File: src/core/rcs_params.svh
// reset-cause and start-up constants: offsets, fields, reset values, timing
// assumes inclusion by the top module and by the testbench
`ifndef RCS_PARAMS_SVH
`define RCS_PARAMS_SVH

// register printed offsets are indices; byte address is four times
`define RCS_IDX_BROWNOUT_CONTROL 12'h811
`define RCS_IDX_RESET_CAUSE 12'h813
`define RCS_IDX_RESET_CAUSE_HI 12'h814
`define RCS_IDX_STARTUP_CTRL 12'h820
`define RCS_IDX_STARTUP_STAT 12'h821

// reset_cause_flags fields
`define RCS_B_STACK_OVERFLOW_FLAG 7
`define RCS_B_STACK_UNDERFLOW_FLAG 6
`define RCS_B_WDT 4
`define RCS_B_PIN 3
`define RCS_B_RI 2
`define RCS_B_POR 1
`define RCS_B_BOR 0
`define RCS_CAUSE_MASK 8'hdf
`define RCS_CAUSE_POR 8'h1c
// hi register: memory violation flag
`define RCS_B_MEM_VIOLATION_FLAG 1
`define RCS_HI_MASK 8'h02
// brownout_control fields
`define RCS_B_SW_BROWNOUT_ENABLE 7
`define RCS_B_BROWNOUT_READY 0

// status flags on power-on: timeout 1, powerdown 1
`define RCS_POWER_UP_TIMER_MS 64
`define RCS_CLK_MHZ 250
`define RCS_POWER_UP_TIMER_CYC (`RCS_POWER_UP_TIMER_MS * 1000 * `RCS_CLK_MHZ)
`define RCS_PIN_DELAY_CYC 10
`define RCS_IRQ_VECTOR 15'h0004

`endif

File: src/core/rcs_pkg.sv
// types for the reset-cause and start-up block
// assumes rcs_params.svh defines the constants
package rcs_pkg;
	typedef enum logic [1:0] {
		RCS_BOR_OFF = 2'b00,
		RCS_BOR_SW = 2'b01,
		RCS_BOR_NOSLEEP = 2'b10,
		RCS_BOR_ON = 2'b11
	} rcs_bormode_t;

	typedef enum logic [2:0] {
		RCS_ST_POWER = 3'b000,
		RCS_ST_POWER_UP_TIMER = 3'b001,
		RCS_ST_PIN = 3'b010,
		RCS_ST_DELAY = 3'b011,
		RCS_ST_RUN = 3'b100,
		RCS_ST_SLEEP = 3'b101
	} rcs_state_t;

	// reset requests from the core and its watchdog
	typedef struct packed {
		logic wdt_timeout;
		logic reset_instr;
		logic stk_overflow;
		logic stk_underflow;
		logic mem_violation;
	} rcs_req_t;

	// sleep wake-up events
	typedef struct packed {
		logic wdt_wake;
		logic irq_wake;
	} rcs_wake_t;
endpackage

File: src/core/rcs_top.sv
// reset sequencing, start-up gating and reset-cause flags, APB slave
// assumes analog power-on and brown-out detectors drive SYS_RST and BOR_IN
//
// Overview of operation
// - watchdog timeout resets, clears watchdog and timeout flags
// - reset instruction resets, clears its flag
// - stack over/underflow resets and sets flag when enabled
// - power-up timer holds reset up to 64 ms
// - timer starts after power-on and brown-out release
// - execution waits for timer and released pin
// - expired timer: start ten cycles after pin
// - bad fetch address resets, clears violation flag
// - power-on loads documented flag defaults
// - wake-ups advance PC with given status flags
// - interrupt wake with irq enable vectors
// - pin reset clears flag; sleep sets status
// - only the causing flag changes; brownout also reloads cause bits 7 to 2 to power-on values
// - software may write flags; hardware clears and sets them too
// - software setting active flag causes no reset
// - software brownout enable works only in mode 01
// - brownout ready shows armed detector
// - cause register bit layout, bit five zero
// - unimplemented bits read zero, ignore writes
// - four brownout detector modes
//
// Chosen here: the APB slave port.
`timescale 1ns/1ns
`include "rcs_params.svh"

module rcs_top #(
	parameter int unsigned POWER_UP_TIMER_CYCLES = `RCS_POWER_UP_TIMER_CYC,
	parameter int unsigned PC_W = 15
) (
	input wire logic SYS_CLK,
	input wire logic SYS_RST,
	input wire logic BOR_IN,
	input wire logic POWER_UP_TIMER_SELECT,
	input wire logic PIN_RESET_ENABLE,
	input wire logic PIN_RESET_N,
	input wire rcs_pkg::rcs_bormode_t BOR_MODE,
	input wire logic STACK_RESET_ENABLE,
	input wire logic BOR_DET_READY,
	input wire rcs_pkg::rcs_req_t REQ,
	input wire logic SLEEP_ENTER,
	input wire rcs_pkg::rcs_wake_t WAKE,
	input wire logic GLOBAL_IRQ_ENABLE,
	input wire logic [PC_W-1:0] PC_IN,
	input wire logic PSEL,
	input wire logic PENABLE,
	input wire logic PWRITE,
	input wire logic [13:0] PADDR,
	input wire logic [31:0] PWDATA,
	input wire logic [3:0] PSTRB,
	output logic PREADY,
	output logic PSLVERR,
	output logic [31:0] PRDATA,
	output logic CORE_RESET,
	output logic RUN,
	output logic BOR_DET_ENABLE,
	output logic PC_LOAD,
	output logic [PC_W-1:0] PC_VALUE,
	output logic PUSH_RETURN,
	output logic TIMEOUT_FLAG,
	output logic POWERDOWN_FLAG
);
	import rcs_pkg::*;

	initial begin
		if (POWER_UP_TIMER_CYCLES < 1 || PC_W < 3)
			$error("rcs_top: unsupported parameters");
	end

	function automatic logic [13:0] byte_addr(input logic [11:0] idx);
		byte_addr = {idx, 2'b00};
	endfunction

	rcs_state_t state_r;
	logic [31:0] power_up_timer_cnt_r;
	logic [3:0] dly_cnt_r;
	logic [7:0] cause_r;
	logic mem_violation_flag_r;
	logic sw_brownout_enable_r;
	logic vec_pend_r;
	logic bor_en;
	logic reset_req;
	logic wr, rd;
	logic hit_cause, hit_hi, hit_bor, hit_ctl, hit_stat;

	//--------------------------------------------------------------
	// reset requests
	//--------------------------------------------------------------
	// stack requests gated
	logic stk_o, stk_u;
	assign stk_o = REQ.stk_overflow & STACK_RESET_ENABLE;
	assign stk_u = REQ.stk_underflow & STACK_RESET_ENABLE;
	logic pin_rst;
	assign pin_rst = PIN_RESET_ENABLE & ~PIN_RESET_N;
	// a software write of an active value never lands here
	assign reset_req = state_r == RCS_ST_RUN &&
		(REQ.wdt_timeout | REQ.reset_instr | stk_o | stk_u |
		REQ.mem_violation);

	//--------------------------------------------------------------
	// brownout detector mode
	//--------------------------------------------------------------
	// four detector modes
	always_comb begin
		unique case (BOR_MODE)
			RCS_BOR_ON: bor_en = 1'b1;
			RCS_BOR_NOSLEEP: bor_en = state_r != RCS_ST_SLEEP;
			RCS_BOR_SW: bor_en = sw_brownout_enable_r;
			RCS_BOR_OFF: bor_en = 1'b0;
		endcase
	end
	assign BOR_DET_ENABLE = bor_en;

	//--------------------------------------------------------------
	// start-up sequencer
	//--------------------------------------------------------------
	// power_up_timer runs regardless of pin; pin checked when it expires
	always_ff @(posedge SYS_CLK or posedge SYS_RST) begin
		if (SYS_RST) begin
			state_r <= RCS_ST_POWER;
			power_up_timer_cnt_r <= 32'h0;
			dly_cnt_r <= 4'h0;
		end else if (BOR_IN) begin
			state_r <= RCS_ST_POWER;
			power_up_timer_cnt_r <= 32'h0;
			dly_cnt_r <= 4'h0;
		end else begin
			unique case (state_r)
				RCS_ST_POWER: begin
					power_up_timer_cnt_r <= 32'h0;
					state_r <= POWER_UP_TIMER_SELECT ? RCS_ST_POWER_UP_TIMER : RCS_ST_PIN;
				end
				RCS_ST_POWER_UP_TIMER: begin
					power_up_timer_cnt_r <= power_up_timer_cnt_r + 32'h1;
					if (power_up_timer_cnt_r == POWER_UP_TIMER_CYCLES - 1)
						state_r <= RCS_ST_PIN;
				end
				RCS_ST_PIN: begin
					dly_cnt_r <= 4'h0;
					if (!pin_rst)
						state_r <= RCS_ST_DELAY;
				end
				RCS_ST_DELAY: begin
					dly_cnt_r <= dly_cnt_r + 4'h1;
					if (pin_rst)
						state_r <= RCS_ST_PIN;
					else if (dly_cnt_r == 4'(`RCS_PIN_DELAY_CYC - 1))
						state_r <= RCS_ST_RUN;
				end
				RCS_ST_RUN: begin
					if (pin_rst || reset_req)
						state_r <= RCS_ST_PIN;
					else if (SLEEP_ENTER)
						state_r <= RCS_ST_SLEEP;
				end
				RCS_ST_SLEEP: begin
					if (pin_rst)
						state_r <= RCS_ST_PIN;
					else if (WAKE.wdt_wake || WAKE.irq_wake)
						state_r <= RCS_ST_RUN;
				end
				default: state_r <= RCS_ST_POWER;
			endcase
		end
	end

	assign CORE_RESET = state_r != RCS_ST_RUN && state_r != RCS_ST_SLEEP;
	assign RUN = state_r == RCS_ST_RUN;

	//--------------------------------------------------------------
	// program counter load and wake-up vector
	//--------------------------------------------------------------
	logic wake_ev;
	assign wake_ev = state_r == RCS_ST_SLEEP && !pin_rst &&
		(WAKE.wdt_wake || WAKE.irq_wake);
	always_ff @(posedge SYS_CLK or posedge SYS_RST) begin
		if (SYS_RST) begin
			PC_LOAD <= 1'b0;
			PC_VALUE <= '0;
			PUSH_RETURN <= 1'b0;
			vec_pend_r <= 1'b0;
		end else begin
			PC_LOAD <= 1'b0;
			PUSH_RETURN <= 1'b0;
			if (state_r == RCS_ST_DELAY && !pin_rst &&
				dly_cnt_r == 4'(`RCS_PIN_DELAY_CYC - 1)) begin
				PC_LOAD <= 1'b1;
				PC_VALUE <= '0;
				vec_pend_r <= 1'b0;
			end else if (wake_ev) begin
				PC_LOAD <= 1'b1;
				PC_VALUE <= PC_IN + PC_W'(1);
				vec_pend_r <= WAKE.irq_wake & ~WAKE.wdt_wake & GLOBAL_IRQ_ENABLE;
			end else if (vec_pend_r && state_r == RCS_ST_RUN) begin
				PC_LOAD <= 1'b1;
				PUSH_RETURN <= 1'b1;
				PC_VALUE <= PC_W'(`RCS_IRQ_VECTOR);
				vec_pend_r <= 1'b0;
			end
		end
	end

	//--------------------------------------------------------------
	// apb decode
	//--------------------------------------------------------------
	assign wr = PSEL & PENABLE & PWRITE & PSTRB[0];
	assign rd = PSEL & ~PWRITE;
	assign hit_bor = PADDR == byte_addr(`RCS_IDX_BROWNOUT_CONTROL);
	assign hit_cause = PADDR == byte_addr(`RCS_IDX_RESET_CAUSE);
	assign hit_hi = PADDR == byte_addr(`RCS_IDX_RESET_CAUSE_HI);
	assign hit_ctl = PADDR == byte_addr(`RCS_IDX_STARTUP_CTRL);
	assign hit_stat = PADDR == byte_addr(`RCS_IDX_STARTUP_STAT);
	assign PREADY = 1'b1;
	// unmapped addresses answer with an error and read zero
	assign PSLVERR = PSEL & PENABLE &
		~(hit_bor | hit_cause | hit_hi | hit_ctl | hit_stat);

	//--------------------------------------------------------------
	// cause flags
	//--------------------------------------------------------------
	// hardware set wins over a same-cycle software write
	logic [7:0] sw_cause;
	always_comb begin
		sw_cause = cause_r;
		if (wr && hit_cause)
			sw_cause = PWDATA[7:0] & `RCS_CAUSE_MASK;
	end

	always_ff @(posedge SYS_CLK or posedge SYS_RST) begin
		if (SYS_RST) begin
			cause_r <= `RCS_CAUSE_POR;
		end else if (BOR_IN) begin
			cause_r <= `RCS_CAUSE_POR & ~(8'h1 << `RCS_B_POR) |
				(cause_r & (8'h1 << `RCS_B_POR));
			cause_r[`RCS_B_BOR] <= 1'b0;
		end else begin
			cause_r <= sw_cause;
			if (state_r == RCS_ST_RUN) begin
				if (REQ.wdt_timeout)
					cause_r[`RCS_B_WDT] <= 1'b0;
				if (REQ.reset_instr)
					cause_r[`RCS_B_RI] <= 1'b0;
				if (stk_o)
					cause_r[`RCS_B_STACK_OVERFLOW_FLAG] <= 1'b1;
				if (stk_u)
					cause_r[`RCS_B_STACK_UNDERFLOW_FLAG] <= 1'b1;
			end
			if (pin_rst && (state_r == RCS_ST_RUN ||
				state_r == RCS_ST_SLEEP))
				cause_r[`RCS_B_PIN] <= 1'b0;
		end
	end

	always_ff @(posedge SYS_CLK or posedge SYS_RST) begin
		if (SYS_RST) begin
			mem_violation_flag_r <= 1'b1;
		end else if (BOR_IN) begin
			mem_violation_flag_r <= mem_violation_flag_r;
		end else if (state_r == RCS_ST_RUN && REQ.mem_violation) begin
			mem_violation_flag_r <= 1'b0;
		end else if (wr && hit_hi) begin
			mem_violation_flag_r <= PWDATA[`RCS_B_MEM_VIOLATION_FLAG];
		end
	end

	//--------------------------------------------------------------
	// status flags: timeout and powerdown
	//--------------------------------------------------------------
	always_ff @(posedge SYS_CLK or posedge SYS_RST) begin
		if (SYS_RST) begin
			TIMEOUT_FLAG <= 1'b1;
			POWERDOWN_FLAG <= 1'b1;
		end else if (BOR_IN) begin
			TIMEOUT_FLAG <= 1'b1;
			POWERDOWN_FLAG <= 1'b1;
		end else if (state_r == RCS_ST_RUN && REQ.wdt_timeout) begin
			TIMEOUT_FLAG <= 1'b0;
		end else if (state_r == RCS_ST_RUN && SLEEP_ENTER && !pin_rst &&
			!reset_req) begin
			POWERDOWN_FLAG <= 1'b0;
		end else if (state_r == RCS_ST_SLEEP) begin
			if (pin_rst) begin
				TIMEOUT_FLAG <= 1'b1;
				POWERDOWN_FLAG <= 1'b0;
			end else if (WAKE.wdt_wake) begin
				TIMEOUT_FLAG <= 1'b0;
				POWERDOWN_FLAG <= 1'b0;
			end else if (WAKE.irq_wake) begin
				TIMEOUT_FLAG <= 1'b1;
				POWERDOWN_FLAG <= 1'b0;
			end
		end
	end

	//--------------------------------------------------------------
	// brownout control
	//--------------------------------------------------------------
	always_ff @(posedge SYS_CLK or posedge SYS_RST) begin
		if (SYS_RST) begin
			sw_brownout_enable_r <= 1'b1;
		end else if (BOR_IN) begin
			sw_brownout_enable_r <= 1'b1;
		end else if (wr && hit_bor) begin
			sw_brownout_enable_r <= PWDATA[`RCS_B_SW_BROWNOUT_ENABLE];
		end
	end

	//--------------------------------------------------------------
	// read data
	//--------------------------------------------------------------
	always_ff @(posedge SYS_CLK or posedge SYS_RST) begin
		if (SYS_RST) begin
			PRDATA <= 32'h0;
		end else if (rd && !PENABLE) begin
			PRDATA <= 32'h0;
			if (hit_bor) begin
				PRDATA[`RCS_B_SW_BROWNOUT_ENABLE] <= sw_brownout_enable_r;
				PRDATA[`RCS_B_BROWNOUT_READY] <= bor_en & BOR_DET_READY;
			end
			if (hit_cause)
				PRDATA[7:0] <= cause_r & `RCS_CAUSE_MASK;
			if (hit_hi)
				PRDATA[7:0] <= {6'h0, mem_violation_flag_r, 1'b0};
			if (hit_stat)
				PRDATA[7:0] <= {3'h0, TIMEOUT_FLAG, POWERDOWN_FLAG,
					state_r};
		end
	end
endmodule

File: config.mk
export PLATFORM = sky130hd
export DESIGN_NAME = rcs_top
export DESIGN_NICKNAME = d
export VERILOG_FILES = /design/src/core/rcs_pkg.sv /design/src/core/rcs_top.sv
export VERILOG_INCLUDE_DIRS = /design/src /design/src/core
export SDC_FILE = /design/constraint.sdc
export NUM_CORES = 1
export LEC_CHECK = 0
export BUFFER_PORTS_ARGS = -buffer_cell sky130_fd_sc_hd__buf_2
export CAP_MARGIN = 25
export CELL_PAD_IN_SITES_DETAIL_PLACEMENT = 0
export CELL_PAD_IN_SITES_GLOBAL_PLACEMENT = 1
export CORE_MARGIN = 1
export CORE_UTILIZATION = 38
export DETAILED_ROUTE_END_ITERATION = 7
export GPL_TIMING_DRIVEN = 0
export PLACE_DENSITY_LB_ADDON = 0.12
export RECOVER_POWER = 25
export SETUP_SLACK_MARGIN = 0.1
export SYNTH_ARGS = -nofsm -noshare
export SYNTH_HDL_FRONTEND = slang
export SYNTH_SLANG_ARGS = --single-unit
File: constraint.sdc
create_clock -name SYS_CLK -period 3.3 [get_ports SYS_CLK]
set_input_delay 0.66 -clock SYS_CLK [delete_from_list [all_inputs] [get_ports SYS_CLK]]
set_output_delay 0.66 -clock SYS_CLK [all_outputs]
set_load 0.02 [all_outputs]
==> results_dict.tcl, run 1 <==
set metrics [dict create \
    die_area_sq_um 12300 \
    crit_arrival_ps 2070 \
    cp-end-kind "primary output" \
    crit_family "simple AND/OR/NAND/NOR gates" \
    worst_hold_path_type "reg -> reg" \
    viasPerCell 5.39 \
    wl_per_cell_um 15.5 \
    final_cell_area_sq_um 5550 \
    synth_async_sr_flop_share_pct 100 \
    die_h_um 111 \
    yosysTopAreaCell "dfrtp_1" \
    tightest_slew_ps 1280 \
    die_w_um 111 \
    grtUsageTotal_pct 19.7 \
    final_antenna_net_count 0 \
    io_pins 143 \
    p_leak_nw 2.54 \
    drive_above_1_share_pct 25.6 \
    cts_buffers 9 \
    setup-violations-final 0 \
    fin_crit_sh_pct 82.7 \
    p_total_w 0.00280 \
    clockRootBuffer "clkbuf_16" \
    synth_area_leaders "dfrtp_1, buf_4, o21ai_0, dfstp_2, nand2_1" \
    portBuffers 88 \
    peakVddDrop_mv 0.197 \
    netlist_area_sq_um 4520 \
    grt-ovfl-total 0 \
    grt_max_degree 49 \
    fin_skew_ps 5.87 \
    cp.required_ps 2640 \
    clk_pin_slew_ps 60 \
    start_util_pct 39.2 \
    crit_type "in -> out" \
    rsz0062_at_grt "false" \
    rows 39 \
    timing.slew.headroom_pct 14.0 \
    max_stage_delay_ps 560 \
    fmax_mhz 366 \
    drv_cap 0 \
    netlist-cell-type-count 73 \
    globalplace.congestion 0.822 \
    grt_pass1_wl_um 19300 \
    syn_to_final_growth_pct 22.8 \
    num_antenna_cells 0 \
    ys_seq_area_share_pct 41.7 \
    cts_setup_buffers 0 \
    synth_edf_count 0 \
    drc_errors 22 \
    yosys_most_used_dff "dfrtp_1" \
    fin_nets 711 \
    grt_pass1_vias 3970 \
    syn_inst 496 \
    ys_ff_latch 75 \
    finalHoldViolations 0 \
    grt_antenna_before_repair 0 \
    cts_buffer_depth 2 \
    dr.pass1.iters 7 \
    critPathLaunchType "primary input" \
    worst-path-buf-inv 2 \
    critical_path.max_fanout 4 \
    violations "design-rule violations" \
    path_cells "buf_2 -> or4_4 -> nor2_1 -> and4_1 -> and4b_1 -> buf_2" \
    status "complete, but fails checks" \
    vias 4136 \
    drt_wl_total_um 11900 \
    avgSynthCellArea_sq_um 9.11 \
    core_area_sq_um 11500 \
    dp_hpwl_um 8760 \
    slew_violations 0 \
    fin_crit_ps 2730 \
    htreeDepth 3 \
    clock_sinks 75 \
    final_util_pct 48.2 \
    postCtsHoldBufs 0 \
    insertion_delay_ps 350 \
    cts_resized 0 \
    power.density_nw_per_um2 504 \
    cts_tree "yes" \
    post_dp_cell_area_sq_um 5260 \
    dr.first_iter.drc_count 238 \
    crit_top_cell "buf_2" \
    yosys.area.top_type_share_pct 37.7 \
    yosys_warnings 0 \
    cpMaxStageDelayCell "or4_4" \
]
[where the power goes]
| part | switching, W | total, W | internal [W] |
|---|---|---|---|
| logic | 0.000466 | 0.000714 | 0.000248 |
| registers | 0.0000516 | 0.00104 | 0.000991 |
| clock network | 0.000398 | 0.00104 | 0.000645 |
| total | 0.000916 | 0.00280 | 0.00188 |
[synth_stat cells (9+ instances only)]
| cell type | n |
|---|---|
| dfrtp_1 | 68 |
| buf_4 | 26 |
| o21ai_0 | 37 |
| nand3_1 | 29 |
| clkbuf_1 | 19 |
| nor2_1 | 31 |
| a21oi_1 | 17 |
| nand2_1 | 48 |
| inv_1 | 9 |
| xnor2_1 | 12 |
| a22o_1 | 17 |
| nand4_1 | 15 |
| a31oi_1 | 14 |
| and3_1 | 10 |
[layer usage]
metal | global-route usage (%) | up-vias | share of wire (%) | routed length (um)
met4 | 7.66 | 0 | 1.5 | 181
met1 | 25.0 | 1994 | 47 | 5630
met2 | 32.1 | 86 | 47 | 5550
met5 | 0 | - | 0 | 0
li1 | - | 2042 | - | -
met3 | 5.41 | 14 | 4.5 | 538
[through the flow]
step / setup WS, ps / TNS, ps / hold WS [ps] / std cells
4_1_cts: 568 / 0 / 315 / 768
3_5_place_dp: 462 / 0 / 460 / 752
5_1_grt: 533 / 0 / 503 / 768
3_3_place_gp: -358 / -23960 / 450 / 751
6_report: 571 / 0 / 472 / 768
2_1_floorplan: 742 / 0 / 441 / 520
[path summary, 6_finish.rpt]
check                                  startpoint                                   end  slack (ps)  depth (start not counted)
min in group asynchronous                 SYS_RST   power_up_timer_cnt_r[6]$_DFFE_PP0P_         580                          2
hold / removal             vec_pend_r$_DFFE_PP0P_                vec_pend_r$_DFFE_PP0P_         470                          1
max in group asynchronous                 SYS_RST                 PRDATA[0]$_DFFE_PP0P_        1000                          3
hold reg to reg            vec_pend_r$_DFFE_PP0P_                vec_pend_r$_DFFE_PP0P_         470                          1
setup reg to reg           state_r[1]$_DFFE_PP0P_  power_up_timer_cnt_r[28]$_DFFE_PP0P_         880                          7
setup / recovery                         PADDR[9]                               PSLVERR         570                          6
[final cells by class]
class | instances | area [sq um]
clock inverter | 4 | 47.5
tap | 143 | 179
buffer | 49 | 292
timing repair buffer | 89 | 445
fill | 1133 | 5970
clock buffer | 12 | 267
multi-input combinational | 387 | 2400
inverter | 9 | 35.0
sequential | 75 | 1890
[cell families (layout without fill, tap and decap cells)]
kind of cell | Yosys count | after routing | synth area share (%)
and+or+nand+nor | 202 | 202 | 25.3
AOI/OAI and AO/OA | 131 | 131 | 19.5
DFF | 75 | 75 | 41.7
buffers and inverters | 58 | 163 | 7.20
xor gates and xnor gates | 15 | 15 | 2.91
muxes | 8 | 8 | 1.85
adders and majority gates | 5 | 5 | 1.33
other | 2 | 26 | 0.166
[layout by cell type, fill, tap and decap left out, types with 7 or more instances in the layout]
cell / synthesis / layout
buf_2: 2 / 90
dfrtp_1: 68 / 68
nand2_1: 48 / 48
o21ai_0: 37 / 37
nor2_1: 31 / 31
nand3_1: 29 / 29
buf_4: 26 / 26
conb_1: 2 / 26
clkbuf_1: 19 / 19
a22o_1: 17 / 17
a21oi_1: 17 / 17
nand4_1: 15 / 15
a31oi_1: 14 / 14
xnor2_1: 12 / 12
and3_1: 10 / 10
clkbuf_16: 0 / 9
inv_1: 9 / 8
dfstp_2: 7 / 7
nor4_1: 7 / 7
a21o_1: 7 / 7
nor3_1: 7 / 7
[worst register-to-register path, cell delays in order, from the launching register on]
cell      delay (ps)
dfrtp_1          400
clkbuf_1         390
nor2_1           130
nor2_1           210
clkbuf_1         440
clkbuf_1         480
o21ai_0          160
o21ai_0          110
[registers in the layout (all words and copies together), names as in the netlist]
register and flops:
PRDATA 7, PC_LOAD 1, cause_r 7, PC_VALUE 15
vec_pend_r 1, POWERDOWN_FLAG 1, power_up_timer_cnt_r 32, mem_violation_flag_r 1
dly_cnt_r 4, state_r 3, TIMEOUT_FLAG 1, PUSH_RETURN 1
sw_brownout_enable_r 1
Power figures use the tool's default switching activity.
==> run 2, diff against run 1 <==
--- a/config.mk
+++ b/config.mk
@@ -11,7 +11,7 @@
 export CELL_PAD_IN_SITES_DETAIL_PLACEMENT = 0
 export CELL_PAD_IN_SITES_GLOBAL_PLACEMENT = 1
 export CORE_MARGIN = 1
-export CORE_UTILIZATION = 38
+export CORE_UTILIZATION = 34
 export DETAILED_ROUTE_END_ITERATION = 7
 export GPL_TIMING_DRIVEN = 0
 export PLACE_DENSITY_LB_ADDON = 0.12
==> constraint.sdc (replaced) <==
create_clock -name SYS_CLK -period 2.35 [get_ports SYS_CLK]
set_input_delay 0.47 -clock SYS_CLK [delete_from_list [all_inputs] [get_ports SYS_CLK]]
set_output_delay 0.47 -clock SYS_CLK [all_outputs]
set_load 0.02 [all_outputs]
==> run 2 against run 1 <==
The flow finishes with violations (max-capacitance violations, max-slew violations). Combinational power grew 43%. Critical path type unchanged. Highest routed layer unchanged. Flip-flop and latch count unchanged. Utilization down 3.7 points. Largest power group unchanged.
==> results_dict.tcl, run 2 (synthesis gave the netlist of run 1 again) <==
set metrics [dict create \
    drv_cap 1 \
    drc_errors 0 \
    io_pins 143 \
    cts_buffers 9 \
    timing.rr.end "power_up_timer_cnt_r[26]$_DFFE_PP0P_" \
    status "complete, but fails checks" \
    finalHoldViolations 0 \
    grtUsageTotal_pct 18.4 \
    power.density_nw_per_um2 687 \
    cts_buffer_depth 2 \
    peakVddDrop_mv 0.302 \
    fin_crit_sh_pct 95.3 \
    slew_violations 37 \
    die_area_sq_um 13800 \
    globalplace.congestion 0.843 \
    final_antenna_net_count 0 \
    crit_arrival_ps 1770 \
    insertion_delay_ps 340 \
    worstReg2RegStart "power_up_timer_cnt_r[6]$_DFFE_PP0P_" \
    num_antenna_cells 0 \
    whs_ps 339 \
    critPathLaunch "PADDR[9]" \
    setup.worst_path.end "PSLVERR" \
    viasPerCell 5.21 \
    fin_nets 714 \
    crit_type "in -> out" \
    top_register "power_up_timer_cnt_r" \
    wl_per_cell_um 15.3 \
    fmax_mhz 446 \
    cpMaxStageDelayCell "or4_4" \
    p_leak_nw 2.60 \
    critical_path.max_fanout 4 \
    path_cells "buf_2 -> or4_4 -> nor2_2 -> and4_4 -> and4b_1 -> buf_6" \
    violations "max-capacitance violations, max-slew violations" \
    start_util_pct 35.4 \
    timing.slew.headroom_pct -8.81 \
    syn_to_final_growth_pct 25.8 \
    cts_tree "yes" \
    clockRootBuffer "clkbuf_16" \
    setup-violations-final 0 \
    tightest_slew_ps 1620 \
    cp.required_ps 1880 \
    vias 4166 \
    clk_pin_slew_ps 60 \
    rsz0062_at_grt "true" \
    grt_pass1_vias 3836 \
    final_common_cell "buf_2" \
    final_cell_mix "buf_2, dfrtp_1, nand2_1" \
    worst-path-buf-inv 2 \
    die_h_um 117 \
    worst_hold_path_type "in -> reg" \
    core_area_sq_um 12800 \
    fin_tns_setup_ps 0 \
    crit_family "simple AND/OR/NAND/NOR gates" \
    rows 41 \
    drt_wl_total_um 12200 \
    dr.first_iter.drc_count 208 \
    grt_pass1_wl_um 19300 \
    clock_sinks 75 \
    fin_skew_ps 11.6 \
    fin_crit_ps 2240 \
    die_w_um 117 \
    critPathLaunchType "primary input" \
    htreeDepth 3 \
    crit_cells 6 \
    drive_above_1_share_pct 28.5 \
    grt_max_degree 41 \
    dp_hpwl_um 9010 \
    reg2reg_slack_ps 220 \
    dr.pass1.iters 4 \
    top_regs "power_up_timer_cnt_r: 32 flops, PC_VALUE: 15 flops" \
    cp-end-kind "primary output" \
    portBuffers 88 \
    r2r.worst_path.cells 6 \
    max_stage_delay_ps 570 \
    largest_reg_flops 32 \
    grt_antenna_before_repair 0 \
    grt-ovfl-total 0 \
]
run 2: cell types whose count changed in the layout (fill, tap and decap cells not counted), sizes merged:
cell / change
clkinvlp: -1
clkinv: +1
buf: +2
clkbuf: +1
run 2: worst register-to-register path: cells and delay by family, from the launching register on:
| kind | cells | cell delay, ps |
|---|---|---|
| AND/OR/NAND/NOR | 3 | 1180 |
| AO/OA/AOI/OAI | 2 | 340 |
| flip-flops | 1 | 320 |
| buffers and inverters | 1 | 180 |
run 2: where the power goes:
part / total, W / internal, W / switching (W)
registers: 0.00147 / 0.00139 / 0.0000789
clock network: 0.00141 / 0.000878 / 0.000535
logic: 0.00102 / 0.000363 / 0.000659
run 2: how the worst min path moves through the flow:
stage                                 startpoint                                   end  cells after the start
after global routing                    PC_IN[0]               PC_VALUE[0]$_DFFE_PP0P_                      2
after floorplan           vec_pend_r$_DFFE_PP0P_                vec_pend_r$_DFFE_PP0P_                      1
after global placement    vec_pend_r$_DFFE_PP0P_                vec_pend_r$_DFFE_PP0P_                      1
final                                   PC_IN[0]               PC_VALUE[0]$_DFFE_PP0P_                      2
after CTS                                SYS_RST  power_up_timer_cnt_r[17]$_DFFE_PP0P_                      2
after detailed placement  vec_pend_r$_DFFE_PP0P_                vec_pend_r$_DFFE_PP0P_                      1
run 2: stage by stage:
step | power (W) | util, % | cell area (sq um) | setup WS (ps) | std cells
finish | 0.00391 | 44.5 | 5690 | 110 | 800
CTS | 0.00396 | 44.1 | 5640 | 107 | 799
detailed placement | 0.00250 | 41.4 | 5290 | -273 | 781
global route | 0.00414 | 44.5 | 5690 | 60.4 | 800
global placement | 0.00249 | 41.3 | 5270 | -272 | 780
floorplan | 0.00215 | - | 4620 | 49.2 | 520
run 2: what timing repair did:
item,CTS,global route
hold buffers,0,0
setup endpoints to repair,31,43
pin swaps,4,3
setup buffers,2,1
gates resized for setup,10,16
run 2: final cells by class:
cell class                      instances  area [sq um]
Fill cell                            1292          7090
Multi-Input combinational cell        387          2460
Sequential cell                        75          1890
Timing Repair Buffer                   92           477
Buffer                                 49           303
Clock buffer                           12           256
Tap cell                              172           215
Clock inverter                          4          48.8
Inverter                                9          35.0
run 2: routing by layer:
layer	global-route usage (%)	part of all wire (%)	up-vias	routed length [um]
met2	30.3	48	72	5900
met4	7.09	0.93	0	114
met5	0	0	-	0
li1	-	-	2057	-
met3	2.83	3.5	11	423
met1	24.3	47	2026	5810
